`src/exu_pkg.sv`:
```
// Package for the exception priority and state save unit
package exu_pkg;
    localparam int XLEN = 64;
    // Bit positions, numbered 0 = most significant as in the state word
    localparam int MSW_WIDE      = 0;
    localparam int MSW_HYP       = 3;
    localparam int MSW_VEC       = 38;
    localparam int MSW_POW       = 45;
    localparam int MSW_EXT_EN    = 48;
    localparam int MSW_USER      = 49;
    localparam int MSW_FP        = 50;
    localparam int MSW_MC_EN     = 51;
    localparam int MSW_FE0       = 52;
    localparam int MSW_STEP      = 53;
    localparam int MSW_BRTRACE   = 54;
    localparam int MSW_FE1       = 55;
    localparam int MSW_ITRANS    = 58;
    localparam int MSW_DTRANS    = 59;
    localparam int MSW_RECOV     = 62;
    // Helper: convert big-endian bit number to vector index
    function automatic int bix(input int b);
        return XLEN - 1 - b;
    endfunction
    // Save-status mask: bits 0:32, 37:41, 48:63 come from the state word
    localparam logic [63:0] SMS_COPY_MASK = 64'hFFFF_FFFF_87C0_FFFF;
    localparam logic [63:0] SRA_MASK      = 64'hFFFF_FFFF_FFFF_FFFC;
    localparam logic [63:0] MSW_RESET     = 64'h8000_0000_0000_1000;
    localparam logic [9:0]  INFO_ZERO     = 10'h000;
    // Register map on the plain port (word indices)
    localparam logic [3:0] A_SRA  = 4'h0;
    localparam logic [3:0] A_SMS  = 4'h1;
    localparam logic [3:0] A_MSW  = 4'h2;
    localparam logic [3:0] A_HIOR = 4'h3;
    localparam logic [3:0] A_STAT = 4'h4;
    // Winner codes, one-hot, highest priority first
    localparam int NSRC = 20;
    typedef enum logic [NSRC-1:0] {
        EX_NONE  = 20'h0_0000,
        EX_SRST  = 20'h8_0000, EX_MCHK  = 20'h4_0000, EX_PILL  = 20'h2_0000,
        EX_PPRIV = 20'h1_0000, EX_FPUN  = 20'h0_8000, EX_FPEN  = 20'h0_4000,
        EX_VUN   = 20'h0_2000, EX_TRAP  = 20'h0_1000, EX_SC    = 20'h0_0800,
        EX_DSEG  = 20'h0_0400, EX_DSTO  = 20'h0_0200, EX_ALIGN = 20'h0_0100,
        EX_TRACE = 20'h0_0080, EX_VAST  = 20'h0_0040, EX_ISEG  = 20'h0_0020,
        EX_ISTO  = 20'h0_0010, EX_MAINT = 20'h0_0008, EX_EXT   = 20'h0_0004,
        EX_PERF  = 20'h0_0002, EX_DEC   = 20'h0_0001
    } exu_exc_t;
    localparam logic [NSRC-1:0] THERM_BIT = 20'h0_0000;
    // Vector offsets
    localparam logic [63:0] V_SRST = 64'h0000_0000_0000_0100;
    localparam logic [63:0] V_MCHK = 64'h0000_0000_0000_0200;
    localparam logic [63:0] V_DSTO = 64'h0000_0000_0000_0300;
    localparam logic [63:0] V_DSEG = 64'h0000_0000_0000_0380;
    localparam logic [63:0] V_ISTO = 64'h0000_0000_0000_0400;
    localparam logic [63:0] V_ISEG = 64'h0000_0000_0000_0480;
    localparam logic [63:0] V_EXT  = 64'h0000_0000_0000_0500;
    localparam logic [63:0] V_ALGN = 64'h0000_0000_0000_0600;
    localparam logic [63:0] V_PROG = 64'h0000_0000_0000_0700;
    localparam logic [63:0] V_FPUN = 64'h0000_0000_0000_0800;
    localparam logic [63:0] V_DEC  = 64'h0000_0000_0000_0900;
    localparam logic [63:0] V_SC   = 64'h0000_0000_0000_0C00;
    localparam logic [63:0] V_TRCE = 64'h0000_0000_0000_0D00;
    localparam logic [63:0] V_PERF = 64'h0000_0000_0000_0F00;
    localparam logic [63:0] V_VUN  = 64'h0000_0000_0000_0F20;
    localparam logic [63:0] V_MNT  = 64'h0000_0000_0000_1600;
    localparam logic [63:0] V_VAST = 64'h0000_0000_0000_1700;
    localparam logic [63:0] V_THRM = 64'h0000_0000_0000_1800;
    // Instruction class of the next completing instruction
    typedef enum logic [2:0] {
        IC_FXLS = 3'h0, IC_FPLS = 3'h1, IC_FPOP = 3'h2, IC_VEC = 3'h3,
        IC_RFI  = 3'h4, IC_MTSW = 3'h5, IC_OTHER = 3'h6, IC_BRANCH = 3'h7
    } exu_iclass_t;
    // Completion pipeline request
    typedef struct packed {
        logic              valid;      // next instruction is at completion
        exu_iclass_t       iclass;
        logic [63:0]       ea;         // its effective address
        logic [63:0]       next_ea;    // address of the following instruction
        logic              ill;        // illegal instruction
        logic              priv_op;    // privileged opcode
        logic              fp_exc;     // enabled IEEE exception detected
        logic              trap;
        logic              syscall;
        logic              dseg;
        logic              dsto;
        logic              align;
        logic              vassist;
        logic              iseg;
        logic              isto;
        logic              isync;
        logic              done;       // registers updated, left the buffer
        logic [9:0]        info;       // cause bits for 33:36, 42:47
    } exu_cmp_t;
    // Asynchronous sources
    typedef struct packed {
        logic srst;
        logic mchk;
        logic maint;
        logic ext;
        logic perf;
        logic dec;
        logic therm;
    } exu_async_t;
    // Exception entry / return outcome
    typedef struct packed {
        logic        take;
        logic        flush;       // refetch instructions individually
        logic [63:0] target;
        logic        checkstop;
        logic        recoverable;
    } exu_out_t;
endpackage

```
`src/exu_top.sv`:
```
// Exception priority, state save and restore unit
// Notes on behaviour
// - Reset and machine check preempt everything immediately.
// - Instruction exceptions taken singly in program order.
// - Maskable async held off by higher exceptions.
// - Recoverable only when store queue drained, completion done.
// - Fixed class order reset through thermal.
// - Fixed-point load/store cause order.
// - Floating-point load/store cause order.
// - FP ops and vector ops cause order.
// - Return and state move: FP program; trace on state move only.
// - Other instructions: program group, trace, assist, fetch.
// - Return address bits 0:61, low two zero.
// - Save this or next address per exception.
// - Save status: cause bits plus old state word.
// - Width bit; hypervisor set/clear restrictions.
// - Vector unavailable blocks vector instructions.
// - External enable gates maskable async sources.
// - User level blocks privileged ops in fixed-point load/store, other and branch classes only; FP unavailable blocks FP.
// - Machine check disabled means checkstop.
// - Step and branch trace after success.
// - Translation enable bits instruction and data.
// - Recoverable flag saved for handler inspection.
// - FE bits: off when both zero, else precise.
// - Resume at vector plus interrupt offset.
// - Entry clears state word except hypervisor and machine check enable (cleared on machine check entry), sets width bit.
// - Return restores state word, clears energy bit.
//
// Chosen here: the register addresses and the address-and-strobe port.
`timescale 1ns/10ps
module exu_top
    import exu_pkg::*;
#(
    parameter int ADDR_W = 4
) (
    input  wire logic                 i_core_clk,
    input  wire logic                 i_arst_n,
    input  wire logic                 i_clk_en,
    input  wire exu_pkg::exu_cmp_t    i_cmp,
    input  wire exu_pkg::exu_async_t  i_async,
    input  wire logic                 i_store_q_empty,
    input  wire logic                 i_store_q_cancel,
    input  wire logic [ADDR_W-1:0]    i_addr,
    input  wire logic [63:0]          i_wdata,
    input  wire logic                 i_wr,
    input  wire logic                 i_rd,
    output logic [63:0]               o_rdata,
    output exu_pkg::exu_out_t         o_exc,
    output logic [63:0]               o_msw,
    output logic                      o_cmp_ok
);
    import exu_pkg::*;

    initial begin
        if (ADDR_W < 3) $error("ADDR_W too small for register map");
    end

    typedef struct packed {
        logic [63:0]  sra;
        logic [63:0]  sms;
        logic [63:0]  msw;
        logic [63:0]  hior;
        logic [63:0]  rdata;
        exu_out_t     exc;
        logic         cmp_ok;
        logic         checkstop;
    } exu_state_t;

    exu_state_t st_r;
    exu_state_t st_nxt;
    logic       rst_s1_r;
    logic       rst_s2_r;

    always_ff @(posedge i_core_clk or negedge i_arst_n) begin
        if (!i_arst_n) begin
            rst_s1_r <= 1'b0;
            rst_s2_r <= 1'b0;
        end else begin
            rst_s1_r <= 1'b1;
            rst_s2_r <= rst_s1_r;
        end
    end

    logic [NSRC-1:0] req;
    logic [NSRC-1:0] win;
    logic            therm_win;
    logic            trace_ok;
    logic            async_en;
    logic [63:0]     vec;
    logic [63:0]     save_ea;
    logic [63:0]     m;
    exu_exc_t        sel;

    always_comb begin
        m        = st_r.msw;
        async_en = m[bix(MSW_EXT_EN)];
        // Trace qualifies for a valid instruction other than isync, syscall or return, under step or branch trace
        trace_ok = i_cmp.valid && !i_cmp.isync && !i_cmp.syscall
                   && i_cmp.iclass != IC_RFI
                   && (m[bix(MSW_STEP)]
                       || (m[bix(MSW_BRTRACE)] && i_cmp.iclass == IC_BRANCH));
        req = '0;
        req[19] = i_async.srst;
        req[18] = i_async.mchk;
        if (i_cmp.valid) begin
            unique case (i_cmp.iclass)
                IC_FXLS: begin
                    req[17] = i_cmp.ill;
                    req[16] = i_cmp.priv_op && m[bix(MSW_USER)];
                    req[10] = i_cmp.dseg;
                    req[9]  = i_cmp.dsto;
                    req[8]  = i_cmp.align;
                    req[7]  = trace_ok;
                end
                IC_FPLS: begin
                    req[15] = !m[bix(MSW_FP)];
                    req[10] = i_cmp.dseg;
                    req[9]  = i_cmp.dsto;
                    req[8]  = i_cmp.align;
                    req[7]  = trace_ok;
                end
                IC_FPOP: begin
                    req[15] = !m[bix(MSW_FP)];
                    req[14] = i_cmp.fp_exc
                              && (m[bix(MSW_FE0)] || m[bix(MSW_FE1)]);
                    req[7]  = trace_ok;
                end
                IC_VEC: begin
                    req[13] = !m[bix(MSW_VEC)];
                    req[7]  = trace_ok;
                end
                IC_RFI, IC_MTSW: begin
                    req[14] = i_cmp.fp_exc
                              && (m[bix(MSW_FE0)] || m[bix(MSW_FE1)]);
                    req[7]  = trace_ok && i_cmp.iclass == IC_MTSW;
                end
                IC_OTHER, IC_BRANCH: begin
                    req[12] = i_cmp.trap;
                    req[11] = i_cmp.syscall;
                    req[16] = i_cmp.priv_op && m[bix(MSW_USER)];
                    req[17] = i_cmp.ill;
                    req[7]  = trace_ok;
                    req[6]  = i_cmp.vassist;
                    req[5]  = i_cmp.iseg;
                    req[4]  = i_cmp.isto;
                end
            endcase
        end
        req[3] = i_async.maint && async_en;
        req[2] = i_async.ext   && async_en;
        req[1] = i_async.perf  && async_en;
        req[0] = i_async.dec   && async_en;
        // Highest-priority one-hot winner pick
        win = '0;
        for (int i = NSRC - 1; i >= 0; i--) begin
            if (req[i] && win == '0) begin
                win[i] = 1'b1;
            end
        end
        therm_win = (win == THERM_BIT) && i_async.therm && async_en;
        sel       = exu_exc_t'(win);
    end

    always_comb begin
        vec     = '0;
        save_ea = i_cmp.ea;
        unique case (sel)
            EX_SRST:  vec = V_SRST;
            EX_MCHK:  vec = V_MCHK;
            EX_PILL, EX_PPRIV, EX_FPEN: vec = V_PROG;
            EX_TRAP: begin
                vec = V_PROG;
                save_ea = i_cmp.next_ea;
            end
            EX_SC: begin
                vec = V_SC;
                save_ea = i_cmp.next_ea;
            end
            EX_TRACE: begin
                vec = V_TRCE;
                save_ea = i_cmp.next_ea;
            end
            EX_FPUN:  vec = V_FPUN;
            EX_VUN:   vec = V_VUN;
            EX_DSEG:  vec = V_DSEG;
            EX_DSTO:  vec = V_DSTO;
            EX_ALIGN: vec = V_ALGN;
            EX_VAST:  vec = V_VAST;
            EX_ISEG:  vec = V_ISEG;
            EX_ISTO:  vec = V_ISTO;
            EX_MAINT: vec = V_MNT;
            EX_EXT:   vec = V_EXT;
            EX_PERF:  vec = V_PERF;
            EX_DEC:   vec = V_DEC;
            EX_NONE:  vec = V_THRM;
            default:  vec = '0;
        endcase
    end

    logic        take;
    logic        mchk_stop;
    logic [63:0] info_bits;

    // Winners that an instruction caused; only they carry cause bits
    localparam logic [NSRC-1:0] INST_MASK = ~(EX_SRST | EX_MCHK | EX_MAINT | EX_EXT
                                              | EX_PERF | EX_DEC);

    always_comb begin
        st_nxt        = st_r;
        st_nxt.exc.take  = 1'b0;
        st_nxt.exc.flush = 1'b0;
        mchk_stop = (sel == EX_MCHK) && !st_r.msw[bix(MSW_MC_EN)];
        take      = !st_r.checkstop && !mchk_stop
                    && (win != '0 || therm_win);
        // Cause bits go to save-status positions 33:36 and 42:47
        // A released completion slot holds junk, so async winners save no cause
        info_bits = '0;
        if ((win & INST_MASK) != '0) begin
            info_bits[bix(33):bix(36)] = i_cmp.info[9:6];
            info_bits[bix(42):bix(47)] = i_cmp.info[5:0];
        end
        st_nxt.cmp_ok = i_store_q_empty && !i_store_q_cancel
                        && i_cmp.valid && i_cmp.done;
        st_nxt.exc.recoverable = st_r.msw[bix(MSW_RECOV)];
        if (mchk_stop) begin
            st_nxt.checkstop = 1'b1;
        end
        st_nxt.exc.checkstop = st_nxt.checkstop;
        if (take) begin
            st_nxt.exc.take   = 1'b1;
            st_nxt.exc.flush  = (sel == EX_FPEN);
            st_nxt.exc.target = vec + st_r.hior;
            st_nxt.sra = save_ea & SRA_MASK;
            st_nxt.sms = (st_r.msw & SMS_COPY_MASK)
                         | (info_bits & ~SMS_COPY_MASK);
            st_nxt.msw = '0;
            st_nxt.msw[bix(MSW_WIDE)] = 1'b1;
            st_nxt.msw[bix(MSW_MC_EN)] = (sel == EX_MCHK) ? 1'b0
                                          : st_r.msw[bix(MSW_MC_EN)];
            st_nxt.msw[bix(MSW_HYP)] = st_r.msw[bix(MSW_HYP)]
                                       || sel == EX_SC || sel == EX_SRST
                                       || sel == EX_MCHK;
        end else if (i_cmp.valid && i_cmp.done && i_cmp.iclass == IC_RFI) begin
            st_nxt.msw = st_r.sms;
            st_nxt.msw[bix(MSW_POW)] = 1'b0;
        end else if (i_cmp.valid && i_cmp.done && i_cmp.iclass == IC_MTSW) begin
            st_nxt.msw = i_wdata;
            st_nxt.msw[bix(MSW_HYP)] = st_r.msw[bix(MSW_HYP)];
            st_nxt.msw[bix(MSW_MC_EN)] = st_r.msw[bix(MSW_MC_EN)];
        end else if (i_wr && (i_addr >> 3) == '0) begin
            unique case (i_addr[2:0])
                A_SRA[2:0]:  st_nxt.sra  = i_wdata & SRA_MASK;
                A_SMS[2:0]:  st_nxt.sms  = i_wdata;
                A_HIOR[2:0]: st_nxt.hior = i_wdata;
                default: ;
            endcase
        end
        st_nxt.rdata = '0;
        if (i_rd && (i_addr >> 3) == '0) begin
            unique case (i_addr[2:0])
                A_SRA[2:0]:  st_nxt.rdata = st_r.sra;
                A_SMS[2:0]:  st_nxt.rdata = st_r.sms;
                A_MSW[2:0]:  st_nxt.rdata = st_r.msw;
                A_HIOR[2:0]: st_nxt.rdata = st_r.hior;
                A_STAT[2:0]: st_nxt.rdata = {62'h0, st_r.checkstop, st_r.cmp_ok};
                default:     st_nxt.rdata = '0;
            endcase
        end
    end

    always_ff @(posedge i_core_clk or negedge i_arst_n) begin
        if (!i_arst_n) begin
            st_r     <= '0;
            st_r.msw <= MSW_RESET;
        end else if (!rst_s2_r) begin
            st_r     <= '0;
            st_r.msw <= MSW_RESET;
        end else if (i_clk_en) begin
            st_r <= st_nxt;
        end
    end

    assign o_rdata  = st_r.rdata;
    assign o_exc    = st_r.exc;
    assign o_msw    = st_r.msw;
    assign o_cmp_ok = st_r.cmp_ok;
endmodule

```
`config.mk`:
```
export PLATFORM = sky130hd
export DESIGN_NAME = exu_top
export DESIGN_NICKNAME = d
export VERILOG_FILES = /design/src/exu_pkg.sv /design/src/exu_top.sv
export SDC_FILE = /design/constraint.sdc
export NUM_CORES = 1
export LEC_CHECK = 0
export BUFFER_PORTS_ARGS = -buffer_cell sky130_fd_sc_hd__clkbuf_2
export CAP_MARGIN = 20
export CORE_ASPECT_RATIO = 0.9
export CORE_MARGIN = 4
export CORE_UTILIZATION = 60
export DETAILED_ROUTE_END_ITERATION = 7
export GPL_ROUTABILITY_DRIVEN = 0
export PLACE_DENSITY = 0.86
export SLEW_MARGIN = 20
export SYNTH_ARGS = -nofsm -noshare
export SYNTH_HDL_FRONTEND = slang
export SYNTH_SLANG_ARGS = --single-unit
```
`constraint.sdc`:
```
create_clock -name i_core_clk -period 5.5 [get_ports i_core_clk]
set_input_delay 0.275 -clock i_core_clk [delete_from_list [all_inputs] [get_ports i_core_clk]]
set_output_delay 0.275 -clock i_core_clk [all_outputs]
set_load 0.02 [all_outputs]
```
# Word level (Yosys, flattened, before mapping)
# Index checks and enable logic that the tools add are counted.
# W data, S select, Z words.
op_classes:
  n_addsub: 1
  eq_ne: 47
  mux: 53
  bitwise_logic: 2
  n_reduce_logical: 98
ops:
  columns: ["op", "count"]
  rows:
  - ["$mux W390", 2]
  - ["$mux W64", 11]
  - ["$mux W128", 3]
  - ["$pmux W64 S5", 1]
  - ["$pmux W13 S18", 1]
  - ["$mux W192", 1]
  - ["$mux W66", 1]
  - ["$add A64 B64 Y64", 1]
  - ["$or A64 B31 Y64", 1]
  - ["$logic_and A1 B1 Y1", 44]
  - ["$reduce_bool A20 Y1", 2]
  - ["$mux W1", 25]
  - ["$eq A20 B1 Y1 const B", 1]
  - ["$eq A20 B10 Y1 const B", 1]
  - ["$eq A20 B11 Y1 const B", 1]
  - ["$eq A20 B12 Y1 const B", 1]
  - ["$eq A20 B13 Y1 const B", 1]
  - ["$eq A20 B14 Y1 const B", 1]
  - ["$eq A20 B15 Y1 const B", 1]
  - ["$eq A20 B16 Y1 const B", 1]
  - ["$eq A20 B17 Y1 const B", 1]
  - ["$eq A20 B18 Y1 const B", 1]
  - ["$eq A20 B19 Y1 const B", 1]
  - ["$eq A20 B2 Y1 const B", 1]
  - ["other kinds (53)", 96]
word_totals:
  register_bits: 392
  inputBits: 237
  output_inout_bits: 197
  wordCells: 217

# Depth between registers and ports, before layout
# Gate-level depths: netlist (run 1).
depth:
  ltp_word: 69
  ltp_mapped: 18
  ltp_nobuf: 15

# Least setup slack after synthesis (run 1)
# Ideal clock, no wire load.
synth_path:
  path_kind: "input -> register"
  from: "input i_cmp[153] in the netlist's numbering"
  to: "register st_r, in the netlist o_exc[25]"
  arrival_ns: 3.494
  setup_slack_ns: 1.873
  path_stages: 16
  cell_sequence: "buf_2 > nor3_1 > o211ai_2 > nand2_1 > clkbuf_1 > nor2_1 > a211o_1 > a31oi_1 > nand4_1 > ha_1 > nor2b_1 > o41ai_2 > a21boi_0 > nand3_1 > xor2_1 > o21ai_0"
synth_between:
  elab_chain_len: 64
synth_lines:
  columns: ["element", "line_no", "text"]
  rows:
  - ["start, declared", "exu_top.sv:39", "input wire exu_pkg::exu_cmp_t i_cmp,"]
  - ["$eq A3 B3 Y1, or another cell as far along", "exu_top.sv:101, exu_top.sv:106", null]
  - ["$reduce_or A3 Y1 (no source line)", null, null]
  - ["$mux W2", null, null]
  - ["$mux W14 *", "exu_top.sv:105", "if (i_cmp.valid) begin"]
  - ["$logic_and A1 B1 Y1", "exu_top.sv:156", "if (req[i] && win == '0) begin"]
  - ["$mux W1", "exu_top.sv:156", null]
  - ["$logic_not A3 Y1", "exu_top.sv:156", null]
  - ["$logic_and A1 B1 Y1", "exu_top.sv:156", null]
  - ["[48 not listed]", null, null]
  - ["$mux W1", "exu_top.sv:156", null]
  - ["$eq A20 B15 Y1, or another cell as far along", "exu_top.sv:167", "unique case (sel)"]
  - ["$reduce_or A4 Y1 (no source line), or another cell as far along", null, null]
  - ["$pmux W13 S18, or another cell as far along", "exu_top.sv:167", null]
  - ["$add A64 B64 Y64, or another cell as far along", "exu_top.sv:232", "st_nxt.exc.target = vec + st_r.hior;"]
  - ["$mux W66 or $logic_and A1 B1 Y1 (tied branches)", "exu_top.sv:229, exu_top.sv:214", null]
  - ["$mux W390 or $ne A2 B1 Y1 (tied branches)", null, null]
  - ["$mux W390 or $reduce_and A2 Y1 (tied branches)", null, null]
  - ["end signal, assigned", "exu_top.sv:279", "st_r <= st_nxt;"]
  - ["end, declared", "exu_top.sv:69", "exu_state_t st_r;"]
# Mark *: on every way between the ends. The rest lies on a longest branch, timed or not. The select of a mux whose other input is x is not followed.
# A chain may end at the register's enable or synchronous reset.

# Worst setup path after layout (run 1)
layout_path:
  from: "register st_r, in the netlist o_msw[8]"
  to: "register st_r, in the netlist o_exc[63]"
layout_between:
  elab_chain_len: 55
layout_lines:
  columns: ["element", "line_no"]
  rows:
  - ["$logic_or A1 B1 Y1 *", "exu_top.sv:125, exu_top.sv:134"]
  - ["$logic_and A1 B1 Y1 *", "exu_top.sv:125, exu_top.sv:134"]
  - ["$mux W1 *", null]
  - ["$mux W14 *", "exu_top.sv:105"]
  - ["$logic_and A1 B1 Y1 *", "exu_top.sv:156"]
  - ["$mux W1 *", "exu_top.sv:156"]
  - ["$logic_not A6 Y1", "exu_top.sv:156"]
  - ["$logic_and A1 B1 Y1", "exu_top.sv:156"]
  - ["[39 not listed]", null]
  - ["$mux W1", "exu_top.sv:156"]
  - ["$eq A20 B15 Y1, or another cell as far along", "exu_top.sv:167"]
  - ["$reduce_or A4 Y1 (no source line), or another cell as far along", null]
  - ["$pmux W13 S18, or another cell as far along", "exu_top.sv:167"]
  - ["$add A64 B64 Y64, or another cell as far along", "exu_top.sv:232"]
  - ["$mux W66 or $logic_and A1 B1 Y1 (tied branches)", "exu_top.sv:229, exu_top.sv:214"]
  - ["$mux W390 or $ne A2 B1 Y1 (tied branches)", null]
  - ["$mux W390 or $reduce_and A2 Y1 (tied branches)", null]
# Marked as above.

==> qor.yml, run 1 <==
yosys:
  synthArstFlopShare_pct: 100
  ys_seq_elements: 389
  synth_nets: 2483
  syn_inst: 2238
  seq_area_frac_synth_pct: 43.3
  yosys_warnings: 0
  synth_cell_types: 80
  synth.top_cell.area_share_pct: 43.1
  avgSynthCellArea_sq_um: 10.0
  synth-edff-count: 0
  synthTopCellsByArea: "dfrtp_1, buf_4, mux2i_1"
  yosys.area.top_type: "dfrtp_1"
  ys.flop_type: "dfrtp_1"
  mappedNetlistArea_sq_mm: 0.0225
cts:
  clkSlewWorstSetupHoldPaths_ns: 0.06
  cts.path.max_buffers: 3
  cts_setup_buffers: 0
  cts_resized: 0
  cts_tree: "yes"
  clock-sinks: 389
  cts_made_buffers: 41
  htreeDepth: 2
  hold_buffers: 28
  clock_latency_ns: 0.54
  cts_root_buf: "clkbuf_16"
grt:
  grt_pass1_wl_mm: 114
  grt_pass1_vias: 20400
  grt_use_met2_pct: 56.5
  antenna_found_initial: 1
  grt_usage_pct: 35.7
  use_met3_pct: 8.19
  grt_overflow: 0
  busiest_layer: "met2"
  grt_max_degree: 164
  met1_usage_pct: 46.1
power_and_ir_drop:
  power.leakage_nw: 11.6
  total_power_mw: 6.80
  vdd_ir_drop_max_mv: 0.187
  power_density_mw_per_mm2: 272
floorplanning:
  die_x_um: 212
  die_h_um: 192
  core-area_sq_mm: 0.0366
  rows: 66
  dieArea_sq_mm: 0.0406
  io_pins: 434
  start_util_pct: 61.4
hold_path:
  holdPathStages: 2
  holdPathEnd: "st_r[181]"
  hp-class: "in -> reg"
  hold_start: "i_wdata[47]"
timing:
  fin_crit_ns: 4.36
  tightest_slew_ns: 1.12
  setup_tns_ns: 0
  hold_viol: 0
  drv_slew: 0
  clock_skew_ns: 0.0182
  post-route-period-util_pct: 79.3
  timing.fmax_ghz: 0.229
  rsz0062_at_grt: "false"
  setup_violations: 0
  max_slew_margin_pct: 24.9
worst_setup_path:
  cp_max_fo: 8
  end_kind: "flip-flop"
  startpoint_type: "flip-flop"
  ff2ff_setup_slack_ns: 1.14
  regToRegStartpoint: "o_msw[8]"
  rr_worst_depth: 16
  crit_arrival_ns: 4.76
  cp.required_ns: 5.90
  crit_type: "reg -> reg"
  reg2reg_to: "o_exc[63]"
job:
  cap_viol_max_count: 0
detailed_routing:
  drc: 0
  ant_nets: 0
  via_per_inst: 6.91
  drt_iter0_drc: 2389
  postRouteWirelength_mm: 74.7
  vias: 20100
  avgRoutedWirePerCell_um: 25.7
  drt_pass1_iterations: 6
placed_design:
  place_hpwl_mm: 47.8
  port_buffers: 429
outcome:
  outcome: "finished clean"
finish:
  final_net_count: 2641
  area_delta_synth_final_pct: 11.3
  drive_gt1_share_pct: 26.5
==> metrics by stage <==
stage / utilization (%) / cells / area [sq um] / setup WS, ns / hold WS, ns
2_1_floorplan: - / 2238 / 22500 / 1.87 / -0.0206
3_3_place_gp: 63.5 / 2796 / 23200 / 1.28 / 0.334
3_5_place_dp: 63.7 / 2798 / 23300 / 1.18 / 0.336
4_1_cts: 68.1 / 2900 / 24900 / 1.25 / 0.00165
5_1_grt: 68.3 / 2904 / 25000 / 0.847 / 0.0150
6_report: 68.3 / 2904 / 25000 / 1.14 / 0.0202
==> layout make-up <==
cell class                      count  area, sq um
Clock inverter                      9         76.3
Tap cell                          476          596
Sequential cell                   389         9740
Timing Repair Buffer              497         2870
Inverter                           72          270
Antenna cell                        1         2.50
Clock buffer                       65         1270
Multi-Input combinational cell   1395        10200
Fill cell                        2706        11600
==> critical path: stages, from the launching register on <==
cell	delay, ns
dfrtp_1	0.46
o211ai_1	0.23
a21oi_2	0.10
or2_2	0.33
nor3_1	0.40
nor4b_1	0.37
nand2_1	0.11
o21ai_0	0.16
ha_1	0.24
a21oi_1	0.12
nor2_1	0.19
o41ai_2	0.08
buf_4	0.19
a2111oi_4	0.72
nand3_1	0.22
xor2_1	0.21
o21ai_1	0.08
==> state kept, by name (all words and copies together) (netlist names) <==
register  count
o_msw        64
o_exc        68
st_r        190
o_cmp_ok      1
o_rdata      64
rst_s1_r      1
rst_s2_r      1
==> cells in the mapped netlist (22+ instances only) <==
| cell | n |
|---|---|
| a221oi_1 | 62 |
| a22o_1 | 134 |
| a32o_1 | 72 |
| buf_2 | 54 |
| buf_4 | 222 |
| clkbuf_1 | 93 |
| dfrtp_1 | 387 |
| inv_1 | 72 |
| mux2_2 | 68 |
| mux2i_1 | 118 |
| nand2_1 | 209 |
| nand2b_1 | 65 |
| nand3_1 | 85 |
| nand4_1 | 22 |
| nor2_1 | 29 |
| o21ai_0 | 180 |
| o2bb2ai_1 | 55 |
| o311ai_0 | 24 |
| o311ai_1 | 38 |
| xor2_1 | 46 |
==> worst max-delay path by stage <==
stage	slack, ns	depth (start not counted)	startpoint	end
2_1_floorplan	1.87	16	i_cmp[153]	o_exc[25]
3_3_place_gp	1.28	17	i_cmp[152]	o_exc[65]
3_5_place_dp	1.18	17	i_cmp[151]	o_exc[65]
4_1_cts	1.25	16	o_msw[8]	o_exc[63]
5_1_grt	0.85	16	o_msw[8]	o_exc[22]
6_report	1.14	16	o_msw[8]	o_exc[63]
==> kinds of logic after synthesis <==
group                    synth area share (%)
buffers and inverters                    11.9
adder cells (fa/ha/maj)                 0.446
AND/OR/NAND/NOR                          11.1
flip-flops                               43.3
multiplexers                             8.67
XOR/XNOR                                 2.26
other                                  0.0167
AO/OA/AOI/OAI                            22.2
==> where the power goes <==
group	switching, mW	internal (mW)	total (mW)
logic	0.609	0.342	0.951
clock network	1.16	1.63	2.79
registers	0.0898	2.97	3.06
total	1.86	4.94	6.80
==> cells in the final DEF (no fill, tap or decap), types with 4 or more instances in the layout <==
cell type	netlist	layout
o2bb2ai_1	55	55
nor2b_1	6	5
clkinv_2	0	6
and4_1	9	9
a32o_1	72	72
clkbuf_16	0	43
nand4_1	22	22
a221oi_1	62	62
o211ai_1	5	5
buf_4	222	31
o21ai_0	180	180
nand2b_1	65	65
and2_1	8	7
mux2i_1	118	118
clkbuf_2	0	428
nor2_1	29	27
a211oi_1	6	6
nand3_1	85	84
xnor2_1	12	12
buf_16	0	4
o311ai_0	24	24
clkbuf_1	93	11
clkbuf_8	0	11
a31oi_1	5	4
inv_1	72	72
mux2_2	68	68
a22o_1	134	134
nand4b_1	6	6
ha_1	8	8
nand2_1	209	208
buf_12	0	4
and3_1	21	21
o21ai_1	14	12
nor3_1	10	9
dfrtp_1	387	386
a21oi_1	13	13
o311ai_1	38	38
xor2_1	46	46
dlygate4sd3_1	0	28
==> routing by layer <==
metal | vias up | part of all wire, %
met1 | 9888 | 38
met5 | - | 0
li1 | 8371 | -
met4 | 0 | 5.5
met3 | 324 | 11
met2 | 1479 | 46
Power figures use the tool's default switching activity.
==> run 2: changes to the inputs <==
--- a/config.mk
+++ b/config.mk
@@ -9,10 +9,10 @@
 export CAP_MARGIN = 20
 export CORE_ASPECT_RATIO = 0.9
 export CORE_MARGIN = 4
-export CORE_UTILIZATION = 60
+export CORE_UTILIZATION = 56
 export DETAILED_ROUTE_END_ITERATION = 7
 export GPL_ROUTABILITY_DRIVEN = 0
-export PLACE_DENSITY = 0.86
+export PLACE_DENSITY = 0.81
 export SLEW_MARGIN = 20
 export SYNTH_ARGS = -nofsm -noshare
 export SYNTH_HDL_FRONTEND = slang
==> constraint.sdc (replaced) <==
create_clock -name i_core_clk -period 4.35 [get_ports i_core_clk]
set_input_delay 0.2175 -clock i_core_clk [delete_from_list [all_inputs] [get_ports i_core_clk]]
set_output_delay 0.2175 -clock i_core_clk [all_outputs]
set_load 0.02 [all_outputs]
==> run 2 against run 1 <==
  * Maximum frequency up 9.3%
  * Largest cell class unchanged
  * Combinational power up 30%
  * Sequential cell count unchanged
  * Critical path depth is the same
  * Design area grew 2.0%
  * Final cell count is 3.4% higher
  * Non-clock buffer count is 46 higher
  * Register-to-register slack worse by 0.78 ns
  * First-iteration DRC count shrank 2.0%
==> qor.yml, run 2 (synthesis results as in run 1) <==
outcome:
  outcome: "finished clean"  # unchanged
hold_path:
  hp-class: "in -> reg"  # unchanged
timing:
  rsz0062_at_grt: "false"  # unchanged
  hold_viol: 0  # unchanged
  tightest_slew_ns: 1.15  # was 1.12 ns
  drv_slew: 0  # unchanged
  setup_tns_ns: 0  # unchanged
  hold_ws_ns: 0.0238  # was 0.0202 ns
  timing.fmax_ghz: 0.251  # was 0.229 GHz
  setup_violations: 0  # unchanged
  clock_skew_ns: 0.0181  # was 0.0182 ns
  fin_crit_ns: 3.99  # was 4.36 ns
  max_slew_margin_pct: 22.7  # was 24.9%
  post-route-period-util_pct: 91.7  # was 79.3%
cts:
  clock_latency_ns: 0.55  # was 0.54 ns
  cts_made_buffers: 43  # was 41
  clkSlewWorstSetupHoldPaths_ns: 0.06  # about the same
  clock-sinks: 389  # unchanged
  cts.path.max_buffers: 3  # unchanged
  cts_setup_buffers: 0  # unchanged
  cts_tree: "yes"  # unchanged
  cts_root_buf: "clkbuf_16"  # unchanged
  htreeDepth: 2  # unchanged
power_and_ir_drop:
  total_power_mw: 8.70  # was 6.80 mW
  p_int_mw: 6.33  # was 4.94 mW
  combPwrFrac_pct: 14.3  # was 14.0%
  vdd_ir_drop_max_mv: 0.270  # was 0.187 mV
  pwr-share-seq_pct: 44.3  # was 44.9%
  swShare_pct: 27.2  # was 27.4%
  clock_power_share_pct: 41.4  # was 41.1%
  power.leakage_nw: 11.8  # was 11.6 nW
  netSwitchingPower_mw: 2.37  # was 1.86 mW
  power_density_mw_per_mm2: 341  # was 272 mW/mm^2
finish:
  largest_reg_flops: 190  # unchanged
  layout_common_cells: "clkbuf_2, dfrtp_1, nand2_1"  # unchanged
  final_net_count: 2689  # was 2641
  area_delta_synth_final_pct: 13.5  # was 11.3%
  layout_commonest_cell: "clkbuf_2"  # unchanged
  top_register: "st_r"  # unchanged
  drive_gt1_share_pct: 26.4  # was 26.5%
  fin_util_pct: 64.5  # was 68.3%
grt:
  antenna_found_initial: 1  # unchanged
  grt_overflow: 0  # unchanged
  grt_usage_pct: 33.6  # was 35.7%
  grt_max_degree: 146  # was 164
  grt_pass1_vias: 19700  # was 20400
  grt_pass1_wl_mm: 115  # was 114 mm
worst_setup_path:
  end_kind: "flip-flop"  # unchanged
  cp.required_ns: 4.76  # was 5.90 ns
  crit_type: "reg -> reg"  # unchanged
  startpoint_type: "flip-flop"  # unchanged
  cp_max_fo: 17  # was 8
  crit_arrival_ns: 4.39  # was 4.76 ns
floorplanning:
  core-area_sq_mm: 0.0395  # was 0.0366 sq mm
  dieArea_sq_mm: 0.0434  # was 0.0406 sq mm
  rows: 69  # was 66
  start_util_pct: 56.8  # was 61.4%
  io_pins: 434  # unchanged
  die_h_um: 198  # was 192 um
  die_x_um: 219  # was 212 um
job:
  cap_viol_max_count: 0  # unchanged
detailed_routing:
  drt_pass1_iterations: 6  # unchanged
  via_per_inst: 6.64  # was 6.91
  drt_iter0_drc: 2341  # was 2389
  postRouteWirelength_mm: 75.2  # was 74.7 mm
  ant_nets: 0  # unchanged
  avgRoutedWirePerCell_um: 25.0  # was 25.7 um
  drc: 0  # unchanged
  vias: 19900  # was 20100
placed_design:
  port_buffers: 429  # unchanged
  place_hpwl_mm: 48.0  # was 47.8 mm
[run 2: routing by layer]
metal,part of all wire [%],wire [um],global-route usage [%],vias to the layer above
met1,39,29100,44.7,9877
met4,4.3,3230,13.9,0
met2,47,35200,54.1,1335
met3,10,7680,7.00,267
met5,0,0,0,-
li1,-,-,-,8459
[run 2: worst max-delay path, stage by stage (launching register included)]
cell and delay (ns):
dfrtp_1 0.43, o211ai_1 0.24, a21oi_2 0.11, or2_2 0.34
nor3_2 0.27, nor4b_2 0.29, nand2_1 0.08, o21ai_0 0.13
ha_1 0.33, a31oi_1 0.33, o21ai_0 0.16, a31oi_1 0.34
o21ai_2 0.09, buf_4 0.23, and4_1 0.25, xnor2_1 0.14
o21ai_0 0.09
[run 2: layout make-up]
type	instances	area (sq um)
Timing Repair Buffer	543	3280
Clock inverter	9	100
Inverter	72	270
Sequential cell	389	9740
Multi-Input combinational cell	1395	10200
Tap cell	532	666
Antenna cell	1	2.50
Fill cell	3096	14000
Clock buffer	61	1270
[run 2: final timing paths]
kind	from	slack, ns	to	cells past startpoint
min in group asynchronous	i_arst_n	0.30	o_rdata[17]	2
max	o_msw[8]	0.36	o_exc[18]	16
max reg2reg	o_msw[8]	0.36	o_exc[18]	16
max in group asynchronous	i_arst_n	2.88	o_msw[4]	3
min	i_cmp[7]	0.02	st_r[290]	3
min reg2reg	rst_s1_r	0.34	rst_s2_r	0
[run 2: what timing repair did]
action,CTS,global route
hold endpoints to repair,167,0
endpoints found under the setup margin,0,11
hold buffers,65,0
resized for setup,0,2
[run 2: power by group through the flow]
stage	clock, mW	combinational (mW)	sequential [mW]
final	3.61	1.24	3.85
after global routing	3.80	1.32	3.86
after CTS	3.64	1.22	3.85
after detailed placement	0	1.17	3.91
after global placement	0	1.14	3.90
after floorplan	0	0.741	3.88
[run 2: through the flow]
stage	cells	setup WS, ns	cell area [sq um]
floorplan	2238	0.781	22500
global placement	2866	0.420	23500
detailed placement	2866	0.252	23500
CTS	3001	0.279	25500
global route	3002	0.0260	25500
finish	3002	0.362	25500
